<file path="src/verilog/bpo_pkg.sv">
package bpo_pkg;
   // ***************************************************
   // timing
   // ***************************************************
   localparam int SYS_PERIOD_NS = 10;                       // system clock period
   localparam int TICK_PERIOD_NS = 100;                     // board 10 MHz period
   localparam int TICK_DIV = TICK_PERIOD_NS / SYS_PERIOD_NS; // sys cycles per tick
   localparam logic [3:0] TICK_LAST = 4'(TICK_DIV - 1);     // last phase of a tick
   localparam logic [3:0] STROBE_ON = 4'h4;                 // output clock rise phase
   localparam logic [3:0] STROBE_OFF = 4'h9;                // output clock fall phase
   // ***************************************************
   // geometry
   // ***************************************************
   localparam int AXES = 4;        // axis count
   localparam int POS_W = 36;      // position word width
   localparam int FAST_W = 10;     // fast parallel bits per axis
   localparam int ADDR_W = 6;      // select address width
   localparam int PIN_W = 15;      // synchronised pin vector width
   // ***************************************************
   // synchronised pin vector positions
   // ***************************************************
   localparam int PIN_FZ = 0;      // force zero, active low
   localparam int PIN_PR = 1;      // position reset, active low
   localparam int PIN_HOLD = 2;    // output hold pin, active high
   localparam int PIN_RD = 3;      // read enable, active low
   localparam int PIN_ADDR = 4;    // select address lsb
   localparam int PIN_CLR = 10;    // axis clear inputs lsb, active low
   localparam int PIN_AOH = 14;    // hold or strobe pin input
   localparam logic [PIN_W-1:0] PIN_IDLE = 15'h3FFB; // idle levels: hold and aoh low, rest high
   // ***************************************************
   // apb register offsets
   // ***************************************************
   localparam logic [11:0] OFS_OUT_CTRL = 12'h000; // output control
   localparam logic [11:0] OFS_SETUP = 12'h004;    // axis setup
   localparam logic [11:0] OFS_DIVN = 12'h008;     // divide-by-n value minus one
   localparam logic [11:0] OFS_CMP = 12'h00C;      // comparator modes
   localparam logic [11:0] OFS_STATUS = 12'h010;   // read-only state
   // ***************************************************
   // field positions
   // ***************************************************
   localparam int OC_ERR_MODE = 24;  // output control: error mode, 2 bits
   localparam int OC_HOLD_MODE = 26; // output control: hold mode, 2 bits
   localparam int SU_FAST_EN = 4;    // setup: fast output enable (d4)
   localparam int SU_RST_EN = 8;     // setup: axis clear enables, 4 bits
   localparam int SU_PRESET = 12;    // setup: preset enables, 4 bits
   localparam logic [31:0] OUT_CTRL_RST = 32'h0000_0000; // reset values
   localparam logic [15:0] SETUP_RST = 16'h0000;
   localparam logic [5:0] DIVN_RST = 6'h00;
   localparam logic [7:0] CMP_RST = 8'h00;
   // ***************************************************
   // modes and carriers
   // ***************************************************
   typedef enum logic [1:0] {
      BPO_HOLD_PIN = 2'b00,    // hold from output hold pin
      BPO_HOLD_ASYNC = 2'b01,  // hold from hold or strobe pin
      BPO_HOLD_DIVN = 2'b10,   // divide-by-n master, clock out
      BPO_HOLD_SLAVE = 2'b11   // hold pin slave, clock out
   } bpo_hold_t;
   typedef enum logic [1:0] {
      BPO_ERR_TTL = 2'b00,     // always driven
      BPO_ERR_OC = 2'b01,      // open collector
      BPO_ERR_TRI = 2'b10,     // 3-state by read enable
      BPO_ERR_TRI2 = 2'b11     // same as 3-state
   } bpo_err_t;
   typedef logic [AXES-1:0][POS_W-1:0] bpo_pos_t;   // four position words
   typedef logic [AXES-1:0][31:0] bpo_mask_t;       // four error masks
   typedef logic [AXES-1:0][FAST_W-1:0] bpo_fast_t; // fast bits per axis
endpackage

</file>
<file path="src/verilog/bpo_port.sv">
// Design decisions made here: the register addresses and the APB register port.
`timescale 1ns/1ps
// Overview of operation
// - force zero low zeroes whole bus
// - position reset loads zero or offset
// - hold high freezes four position registers
// - async hold pin resynchronised drives hold
// - divide-by-n releases hold one period
// - outside fast mode, bus enabled only on address match
// - outside fast mode, read enable low drives, high floats
// - error pin gated only in 3-state
// - address match selects driven error axis
// - async hold stable within 100 ns
// - clock modes drive strobe, capture rising
// - fast mode ten bits per 100 ns
// - setup bit d4 enables all fast outputs
// - fast mode blocks addressed 36-bit read
// - fast outputs off after power-up
// - fault is or of masked status
// - fault holds until status cleared
// - compare outputs active high, 10 MHz
// - enabled axis clear loads preset or zero
// - read drives only matching axis register
module bpo_port (
   input  wire logic                   clk_sys,             // 100 MHz clock
   input  wire logic                   nrst,                // async reset, low
   input  wire logic                   ce,                  // clock enable
   input  wire logic                   psel,                // apb select
   input  wire logic                   penable,             // apb enable
   input  wire logic                   pwrite,              // apb direction
   input  wire logic [11:0]            paddr,               // apb byte address
   input  wire logic [31:0]            pwdata,              // apb write data
   output logic [31:0]                 prdata,              // apb read data
   output logic                        pready,              // apb ready
   output logic                        pslverr,             // apb error
   input  wire logic                   force_zero_n,        // force zero pin
   input  wire logic                   pos_reset_n,         // position reset pin
   input  wire logic                   hold_pin_in,         // output hold pin in
   output logic                        hold_pin_out,        // output hold pin out
   output logic                        hold_pin_oe,         // output hold enable
   input  wire logic                   read_n,              // read enable pin
   input  wire logic [5:0]             port_select_address, // select address pins
   input  wire logic [3:0]             axis_clear_input_n,  // per-axis clear pins
   input  wire logic                   hold_or_strobe_pin_in,  // strobe pin in
   output logic                        hold_or_strobe_pin_out, // strobe pin out
   output logic                        hold_or_strobe_pin_oe,  // strobe pin enable
   input  wire bpo_pkg::bpo_pos_t      pos_in,              // live counters
   input  wire bpo_pkg::bpo_pos_t      cmp_high,            // high limits
   input  wire bpo_pkg::bpo_pos_t      cmp_low,             // low limits
   input  wire logic [31:0]            err_status,          // board error status
   input  wire bpo_pkg::bpo_mask_t     err_mask,            // per-axis masks
   output logic [35:0]                 position_output_bus, // position bus out
   output logic [35:0]                 position_output_oe,  // per-bit enable
   output bpo_pkg::bpo_fast_t          fast_output_bit,     // fast bits, all four axes
   output logic                        error_pin_out,       // error pin level
   output logic                        error_pin_oe,        // error pin enable
   output logic [3:0]                  axis_fault_output,   // per-axis faults
   output logic [3:0]                  axis_compare_output, // per-axis compare
   output logic [3:0]                  pos_load,            // counter load request
   output logic [3:0]                  pos_load_preset      // load offset not zero
);
   // ***************************************************
   // state
   // ***************************************************
   typedef struct packed {
      logic [bpo_pkg::PIN_W-1:0] s1;        // sync stage one
      logic [bpo_pkg::PIN_W-1:0] s2;        // sync stage two
      logic [bpo_pkg::PIN_W-1:0] s3;        // sync stage three
      logic [bpo_pkg::PIN_W-1:0] flt;       // agreed pin levels
      logic [31:0]               out_ctrl;  // output control
      logic [15:0]               setup;     // axis setup
      logic [5:0]                divn;      // n minus one
      logic [7:0]                cmp_mode;  // comparator modes
      logic [31:0]               prdata;    // read data
      logic                      pready;    // ready
      logic                      pslverr;   // error
      logic [3:0]                phase;     // phase within tick
      logic [5:0]                div_cnt;   // periods to next unload
      logic                      last_cap;  // capture at last tick
      bpo_pkg::bpo_pos_t         hp;        // hardware position registers
      logic [35:0]               bus;       // bus data
      logic [35:0]               bus_oe;    // bus enables
      bpo_pkg::bpo_fast_t        fast;      // fast bits
      logic [3:0]                fault;     // fault outputs
      logic                      err_out;   // error pin level
      logic                      err_oe;    // error pin enable
      logic [3:0]                cmp;       // compare outputs
      logic                      hold_out;  // hold pin level
      logic                      hold_oe;   // hold pin enable
      logic                      stb_out;   // strobe pin level
      logic                      stb_oe;    // strobe pin enable
      logic [3:0]                load;      // load requests
      logic [3:0]                load_pre;  // preset flags
   } bpo_state_t;

   bpo_state_t q;       // registered state
   bpo_state_t next_q;  // next state

   // ***************************************************
   // decoded controls
   // ***************************************************
   logic                 tick;      // last phase of 10 MHz period
   logic                 hold;      // position registers frozen
   logic                 fast_en;   // fast parallel mode
   logic [3:0]           match;     // address match per axis
   logic [1:0]           sel;       // lowest matching axis
   logic                 any_match; // some axis matches
   logic [3:0]           fault_c;   // combined masked faults
   bpo_pkg::bpo_hold_t   hmode;     // hold mode
   bpo_pkg::bpo_err_t    emode;     // error mode
   logic [bpo_pkg::PIN_W-1:0] pins; // raw pin vector

   assign pins = {hold_or_strobe_pin_in, axis_clear_input_n, port_select_address,
                  read_n, hold_pin_in, pos_reset_n, force_zero_n};
   assign tick = (q.phase == bpo_pkg::TICK_LAST);
   assign fast_en = q.setup[bpo_pkg::SU_FAST_EN];
   assign hmode = bpo_pkg::bpo_hold_t'(q.out_ctrl[bpo_pkg::OC_HOLD_MODE +: 2]);
   assign emode = bpo_pkg::bpo_err_t'(q.out_ctrl[bpo_pkg::OC_ERR_MODE +: 2]);

   // hold source per mode
   always_comb begin
      unique case (hmode)
         // held a few system clocks after rise
         bpo_pkg::BPO_HOLD_ASYNC: hold = q.flt[bpo_pkg::PIN_AOH];
         bpo_pkg::BPO_HOLD_DIVN:  hold = (q.div_cnt != 6'h00);
         bpo_pkg::BPO_HOLD_SLAVE: hold = q.flt[bpo_pkg::PIN_HOLD];
         bpo_pkg::BPO_HOLD_PIN:   hold = q.flt[bpo_pkg::PIN_HOLD];
      endcase
   end

   // address match and fault combine per axis
   always_comb begin
      sel = 2'h0;
      any_match = 1'b0;
      for (int i = bpo_pkg::AXES - 1; i >= 0; i--) begin
         match[i] = (q.flt[bpo_pkg::PIN_ADDR +: bpo_pkg::ADDR_W]
                     == q.out_ctrl[i*bpo_pkg::ADDR_W +: bpo_pkg::ADDR_W]);
         if (match[i]) begin
            sel = 2'(i);
            any_match = 1'b1;
         end
         fault_c[i] = |(err_status & err_mask[i]);
      end
   end

   // ***************************************************
   // next state
   // ***************************************************
   always_comb begin
      next_q = q;
      // three flops, accept when two and three agree
      next_q.s1 = pins;
      next_q.s2 = q.s1;
      next_q.s3 = q.s2;
      next_q.flt = (q.s2 & ~(q.s2 ^ q.s3)) | (q.flt & (q.s2 ^ q.s3));

      // apb: answer in the first access cycle
      next_q.pready = 1'b0;
      next_q.pslverr = 1'b0;
      if (psel && !penable) begin
         next_q.pready = 1'b1;
         next_q.prdata = 32'h0000_0000;
         unique case (paddr)
            bpo_pkg::OFS_OUT_CTRL: next_q.prdata = q.out_ctrl;
            bpo_pkg::OFS_SETUP:    next_q.prdata = {16'h0000, q.setup};
            bpo_pkg::OFS_DIVN:     next_q.prdata = {26'h0, q.divn};
            bpo_pkg::OFS_CMP:      next_q.prdata = {24'h0, q.cmp_mode};
            bpo_pkg::OFS_STATUS:   next_q.prdata = {8'h00, q.cmp, q.fault,
                                                    hold, q.flt};
            default:               next_q.pslverr = 1'b1; // unmapped
         endcase
      end
      if (psel && penable && q.pready && pwrite && !q.pslverr) begin
         unique case (paddr)
            bpo_pkg::OFS_OUT_CTRL: next_q.out_ctrl = pwdata;
            bpo_pkg::OFS_SETUP:    next_q.setup = pwdata[15:0];
            bpo_pkg::OFS_DIVN:     next_q.divn = pwdata[5:0];
            bpo_pkg::OFS_CMP:      next_q.cmp_mode = pwdata[7:0];
            default:               next_q.pslverr = 1'b0; // status is read-only
         endcase
      end

      // 10 MHz timebase from the system clock
      next_q.phase = tick ? 4'h0 : q.phase + 4'h1;
      if (tick) begin
         // n periods, n from 1 to 64
         next_q.div_cnt = (q.div_cnt == 6'h00) ? q.divn : q.div_cnt - 6'h01;
         next_q.last_cap = !hold;
         if (!hold) begin
            next_q.hp = pos_in;
         end
         // compare refreshed each 10 MHz period
         for (int i = 0; i < bpo_pkg::AXES; i++) begin
            unique case (q.cmp_mode[2*i +: 2])
               2'b00: next_q.cmp[i] = 1'b0;
               2'b01: next_q.cmp[i] = (pos_in[i] > cmp_high[i]);
               2'b10: next_q.cmp[i] = (pos_in[i] < cmp_low[i]);
               2'b11: next_q.cmp[i] = (pos_in[i] > cmp_high[i])
                                      || (pos_in[i] < cmp_low[i]);
            endcase
         end
      end

      // hold pin driven in async and master modes
      next_q.hold_out = hold;
      next_q.hold_oe = (hmode == bpo_pkg::BPO_HOLD_ASYNC)
                       || (hmode == bpo_pkg::BPO_HOLD_DIVN);
      // clock rises mid-period after a capture
      next_q.stb_oe = (hmode == bpo_pkg::BPO_HOLD_DIVN)
                      || (hmode == bpo_pkg::BPO_HOLD_SLAVE);
      next_q.stb_out = next_q.stb_oe && q.last_cap
                       && (q.phase >= bpo_pkg::STROBE_ON)
                       && (q.phase < bpo_pkg::STROBE_OFF);

      // position bus
      next_q.bus = 36'h0;
      next_q.bus_oe = 36'h0;
      if (fast_en) begin
         // shared pins carry axis one fast bits only
         next_q.bus[bpo_pkg::FAST_W-1:0] = q.hp[0][bpo_pkg::FAST_W-1:0];
         next_q.bus_oe[bpo_pkg::FAST_W-1:0] = {bpo_pkg::FAST_W{1'b1}};
      end else if (any_match && !q.flt[bpo_pkg::PIN_RD]) begin
         // drive only while read enable low
         // data from the matching axis register
         next_q.bus = q.hp[sel];
         next_q.bus_oe = {36{1'b1}};
      end
      if (!q.flt[bpo_pkg::PIN_FZ]) begin
         next_q.bus = 36'h0;
      end
      // ten bits per axis, 100 ns cadence
      for (int i = 0; i < bpo_pkg::AXES; i++) begin
         next_q.fast[i] = fast_en ? q.hp[i][bpo_pkg::FAST_W-1:0] : 10'h000;
      end

      // status stays sticky upstream, so faults track it
      next_q.fault = fault_c;
      // error pin shows the matched axis
      next_q.err_out = any_match && q.fault[sel];
      unique case (emode)
         bpo_pkg::BPO_ERR_TTL: next_q.err_oe = 1'b1;
         bpo_pkg::BPO_ERR_OC: begin
            // pull low when clear, release when faulty
            next_q.err_oe = !next_q.err_out;
            next_q.err_out = 1'b0;
         end
         bpo_pkg::BPO_ERR_TRI,
         bpo_pkg::BPO_ERR_TRI2: next_q.err_oe = any_match
                                                && !q.flt[bpo_pkg::PIN_RD];
      endcase

      // counter loads, level requests while pins are low
      for (int i = 0; i < bpo_pkg::AXES; i++) begin
         // axis clear needs its enable bit
         next_q.load[i] = !q.flt[bpo_pkg::PIN_PR]
                          || (q.setup[bpo_pkg::SU_RST_EN + i]
                              && !q.flt[bpo_pkg::PIN_CLR + i]);
         next_q.load_pre[i] = next_q.load[i] && q.setup[bpo_pkg::SU_PRESET + i];
      end
   end

   // ***************************************************
   // registers
   // ***************************************************
   // pins reset to inactive so nothing fires on release
   always_ff @(posedge clk_sys or negedge nrst) begin
      if (!nrst) begin
         q <= '0;
         q.s1 <= bpo_pkg::PIN_IDLE;
         q.s2 <= bpo_pkg::PIN_IDLE;
         q.s3 <= bpo_pkg::PIN_IDLE;
         q.flt <= bpo_pkg::PIN_IDLE;
         q.out_ctrl <= bpo_pkg::OUT_CTRL_RST;
         q.setup <= bpo_pkg::SETUP_RST;
         q.divn <= bpo_pkg::DIVN_RST;
         q.cmp_mode <= bpo_pkg::CMP_RST;
      end else if (ce) begin
         q <= next_q;
      end
   end

   assign prdata = q.prdata;
   assign pready = q.pready;
   assign pslverr = q.pslverr;
   assign hold_pin_out = q.hold_out;
   assign hold_pin_oe = q.hold_oe;
   assign hold_or_strobe_pin_out = q.stb_out;
   assign hold_or_strobe_pin_oe = q.stb_oe;
   assign position_output_bus = q.bus;
   assign position_output_oe = q.bus_oe;
   assign fast_output_bit = q.fast;
   assign error_pin_out = q.err_out;
   assign error_pin_oe = q.err_oe;
   assign axis_fault_output = q.fault;
   assign axis_compare_output = q.cmp;
   assign pos_load = q.load;
   assign pos_load_preset = q.load_pre;
endmodule

</file>
<file path="config.mk">
export PLATFORM = sky130hd
export DESIGN_NAME = bpo_port
export DESIGN_NICKNAME = d
export VERILOG_FILES = /design/src/verilog/bpo_pkg.sv /design/src/verilog/bpo_port.sv
export SDC_FILE = /design/constraint.sdc
export NUM_CORES = 1
export LEC_CHECK = 0
export BUFFER_PORTS_ARGS = -buffer_cell sky130_fd_sc_hd__buf_2
export CAP_MARGIN = 20
export CORE_AREA = 2 2 325 327
export CTS_CLUSTER_DIAMETER = 120
export CTS_CLUSTER_SIZE = 30
export DETAILED_ROUTE_END_ITERATION = 16
export DIE_AREA = 0 0 327 329
export MAX_ROUTING_LAYER = met4
export SLEW_MARGIN = 10
export SYNTH_ARGS = -nofsm -noshare
export SYNTH_HDL_FRONTEND = slang
export SYNTH_SLANG_ARGS = --single-unit
</file>
<file path="constraint.sdc">
create_clock -name clk_sys -period 2.35 [get_ports clk_sys]
set_input_delay 0.235 -clock clk_sys [delete_from_list [all_inputs] [get_ports clk_sys]]
set_output_delay 0.235 -clock clk_sys [all_outputs]
set_load 0.005 [all_outputs]
</file>
; Yosys cells after proc, flatten, opt, wreduce, memory -nomap -nowiden
; Index checks and enable logic that the tools add are counted.
[classes]
addsub = 2
multipliers = 0
n_div = 0
n_lt_le_gt_ge = 11
eq_ne = 27
shifts = 0
n_mux = 36
n_bitwise = 10
n_reduce_logical = 62
[ops]
columns = operator, n
row1 = case mux 32 bit (5 select lines), 1
row2 = greater-than comparator 36 bit, 4
row3 = less-than comparator 36 bit, 4
row4 = AND 32 bit, 4
row5 = OR reduction 32 bit, 4
row6 = binary-select mux 36 bit (select 2 bit), 1
row7 = 2-to-1 mux 36 bit, 2
row8 = 2-to-1 mux 72 bit, 1
row9 = 2-to-1 mux 10 bit, 6
row10 = 2-to-1 mux 26 bit, 2
row11 = AND 15 bit, 2
row12 = equality test 12 x 4 -> 1 bit (second input constant), 2
row13 = equality test 2 bit (second input constant), 12
row14 = equality test 6 bit, 4
row15 = logical AND 1 bit, 18
row16 = case mux 1 bit (4 select lines), 4
row17 = inverter 15 bit, 1
row18 = OR 15 bit, 1
row19 = AND reduction 3 bit, 5
row20 = bitwise XOR 15 bit, 1
row21 = equality test 12 x 3 -> 1 bit (second input constant), 1
row22 = equality test 12 x 5 -> 1 bit (second input constant), 1
row23 = equality test 2 x 1 -> 1 bit (second input constant), 6
row24 = zero test 12 bit, 1
row25 = other kinds (22), 60
[totals]
regBits = 445
latchBits = 0
ram_bits = 0
mem_bits_ro = 0
inputBits = 657
out_inout_bits = 168
word_cells = 182
n_memories = 0

; Logic depth before layout (Yosys ltp)
[logic_depth]
depth_word = 10
ltp_mapped = 11
ltp_nobuf = 10

; Least setup slack after synthesis
; OpenSTA, ideal clock, no wires.
[synth_path]
kind = register to register
startpoint = register q[279] (netlist name)
endpoint = register q[134] (netlist name)
setup_ns = 0.127
arrival_time_ns = 2.190
slack_ns = 0.032
stages_incl_launch_ff = 12
cell_sequence = dfrtp_1 -> inv_1 -> ha_1 -> nor4b_2 -> nand2b_1 -> clkbuf_1 -> a22oi_1 -> o21ai_1 -> nor2_4 -> buf_4 -> buf_6 -> mux2_1
[synth_between]
elab_chain_cells = 4
[synth_lines]
columns = element, line
row1 = "start, declared", bpo_port.sv:96  ; bpo_state_t q;
row2 = "start signal, assigned", bpo_port.sv:278  ; q <= next_q;
row3 = nonzero test 6 bit, bpo_port.sv:125  ; bpo_pkg::BPO_HOLD_DIVN: hold = (q.div_cnt != 6'h00);
row4 = case mux 1 bit (3 select lines), bpo_port.sv:122  ; unique case (hmode)
row5 = inverter 1 bit (no line), -
row6 = AND reduction 3 bit (no line), -
; No other way between the ends.
; A chain may end at the register's enable or synchronous reset.

==> reports/summary.txt <==
number of nets in the layout = 4621
Yosys top cell by area = dfrtp_1
post-route cell area = 36900 um^2
Hold Slack = 0.0341 ns
post-synthesis cell count = 2663
Die H = 329 um
Initial Util = 25.5%
pre-CTS worst setup slack = -1.19 ns
TNS Setup = -8.86 ns
DP HPWL = 95.7 mm
Crit path max-delay family = buffers and inverters
simple-gate share of the synthesized area = 8.25%
largest net degree at the start of global routing = 87
critical path class = flip-flop to flip-flop
First DRT Iteration DRCs = 1533
GRT overflow = 0
pins over their slew limit = 0
number of buffers added on ports = 824
top layer in use = met4
CP cell instances = buf_4, xor2_1, nor4_2, nand3_1, a21boi_4, buf_6, buf_12, buf_12, mux2i_4, o22a_1, o21ai_1
asr flop ratio synth = 100%
Final Setup Violations = 105
CP arrival = 3.09 ns
Final Skew = 0.0461 ns
slowest cell on the critical path = dfstp_2
number of global-route vias before repair = 24200
R2R Path End = position_output_bus[17]
EDFF count, synth = 0
power density over the cells = 712 nW/um^2
clock slew at reported path FFs = 0.12 ns
Worst Hold End = q[240]
flop and latch count out of synthesis = 411
Final Worst Setup Slack = -0.268 ns
status = finished, violations left
WL met3 = 6.54 mm
WL/cell = 23.1 um
Layout Cells excl Fill = 5102
first-pass GRT wire length = 167 mm
synth unique cells = 71
via count = 24000
register area share after synthesis = 38.8%
synth warn = 0
row cnt = 119
fraction of synthesized cell area in xor and xnor cells = 0.854%
combinational family with the most area after synthesis = multiplexers
gpl congestion = 0.917
worst vdd ir = 0.000585 V
Die Wd = 327 um
Relative slew margins = 52.0%
hold crit path type = input pin to flip-flop
htree depth = 1
min Tclk post-route = 2.62 ns
Mapped Area = 26700 um^2
Post-Synth Adder-Cell Area = 13.5%
Max-Cap Viols = 0
Worst Setup End Kind = flip-flop
Die ar. = 108000 um^2
Worst Path Buf+Inv = 4
Max Fclk = 382 MHz
CP max FO = 8
failing checks = setup timing
WP data required = 2.82 ns
mux cell area share after synthesis = 13.8%
core area = 104000 um^2
Main synth FF type = dfrtp_1
CP startpoint kind = flip-flop
hold path depth = 3
first drt pass iteration count = 7
Hold Startpoint = pos_in[106]
total power = 26.3 mW
Clock Sinks = 411
WL met1 = 50.4 mm
fillers = 10700
measured slew at the worst slew-check pin = 0.720 ns
Clock Tree Root = clkbuf_16
CP most frequent cell = buf_12
Pleak = 18.9 nW
Avg Inst Size Synth = 10.0 um^2
CTS Buf Count = 21
post-synth net total = 3608
GR Util All Layers = 21.7%
Worst-Skew Late Latency = 0.61 ns
DRC errors left = 0
top cell type's share of synthesized area = 33.7%
ranking of synthesized cells by area = dfrtp_1 34%, ha_1 14%, mux2_1 5.7%
Final Util = 35.3%
r2r worst-path depth = 11
IO Pins = 825
dpl cells = 4834
vias per cell = 4.71
Final ANT Viol Nets = 0
RSZ-0062 raised after global routing = yes
share of cells above drive strength 1 = 38.9%
setup slack, reg-to-reg = -0.27 ns
CTS Buffer Depth = 3
metal2 WL = 57.6 mm
compound-cell area share of the yosys netlist = 13.4%
CP Depth = 11
P&R area growth vs syn = 38.3%
slowest stage delay, CP = 0.59 ns
initial antenna violation count = 31
Tcrit/Tclk final = 111%
CTS tree = built
final hold vios = 0
DRT Wirelength = 118 mm
Post-DP Area = 32800 um^2
-- routing by layer --
metal | up-vias | track usage [%]
met4 | 0 | 5.10
met3 | 133 | 3.50
li1 | 11200 | -
met1 | 11800 | 26.8
met5 | - | -
met2 | 836 | 37.2
-- worst register-to-register path, cell delays in order, from the launching register on --
cell and delay [ns]:
dfstp_2 0.59, buf_4 0.14, xor2_1 0.07, nor4_2 0.28, nand3_1 0.21, a21boi_4 0.20, buf_6 0.17, buf_12 0.17
buf_12 0.18, mux2i_4 0.27, o22a_1 0.15, o21ai_1 0.06
-- flip-flops by register name, indices dropped and copies added, names as in the netlist, named ones only --
register,count
q,227
fast_output_bit,40
position_output_bus,36
prdata,32
next_q,30
axis_compare_output,4
axis_fault_output,4
pos_load,4
pos_load_preset,4
emode,2
hmode,2
position_output_oe,2
error_pin_oe,1
error_pin_out,1
fast_en,1
hold_or_strobe_pin_oe,1
hold_or_strobe_pin_out,1
hold_pin_oe,1
hold_pin_out,1
pready,1
pslverr,1
-- cells in the mapped netlist (17+ instances only) --
master    instances
mux2_2          128
nand3_1          26
ha_1            288
nand2b_1         29
mux2i_1          73
a21oi_1         136
nand2_1         136
buf_4           171
dfstp_2          52
buf_2            21
o21ai_1          56
nand4_1          57
inv_1           363
nor3_1           23
a21o_1           60
nor2b_1          37
nor2_1           82
o22a_1           26
a22oi_1          44
o21ai_0         111
xor2_1           21
dfrtp_1         359
clkbuf_1         36
mux2_1          134
a211oi_1         17
-- area by class of cell --
cell class	count	area (um^2)	area share (%)
well taps	1391	1740	4.72
multi-input cells	1643	14200	38.5
repair buffers	1236	8440	22.9
clock inverters	10	165	0.448
clock buffers	28	552	1.50
flip-flops and latches	411	10300	28.1
inverters	363	1360	3.70
diodes	20	50.0	0.136
-- timing repair --
action	in CTS	in global routing
pin swaps	19	23
gates cloned	15	2
gates resized for setup	202	77
hold buffers	180	0
buffers inserted	37	9
endpoints found under the setup margin	181	187
hold endpoints to repair	355	0
-- worst max path at each step --
stage | start | endpoint | slack [ns]
detailed placement | pos_in[35] | axis_compare_output[0] | -1.19
global route | flip-flop | position_output_bus[13] | -0.35
CTS | flip-flop | position_output_bus[29] | -0.19
floorplan | q[279] | q[134] | 0.03
global placement | pos_in[35] | axis_compare_output[0] | -1.19
finish | flip-flop | position_output_bus[17] | -0.27
-- power by group --
part	switching, mW	total, mW	internal (mW)
logic	4.60	10.8	6.24
registers	1.95	10.8	8.87
clock network	2.78	4.60	1.82
-- placed cells by master, fill, tap and decap left out, types with 83 or more instances in the layout --
cell type and n:
mux2_2 83, mux2_4 135, inv_1 361, nand2_1 135, o21ai_0 106, buf_4 167
dlygate4sd3_1 179, ha_1 287, buf_2 821, a21oi_1 132, dfrtp_1 359
-- logic make-up (layout without fill, tap and decap cells) --
kind of cell | after synthesis | in the layout
DFF | 411 | 411
and+or+nand+nor | 432 | 433
buffers and inverters | 610 | 1637
AOI/OAI and AO/OA | 561 | 561
adders and majority gates | 288 | 288
other | 0 | 20
muxes | 335 | 335
xor gates and xnor gates | 26 | 26
Note: power is estimated with default switching activity, not from simulation.
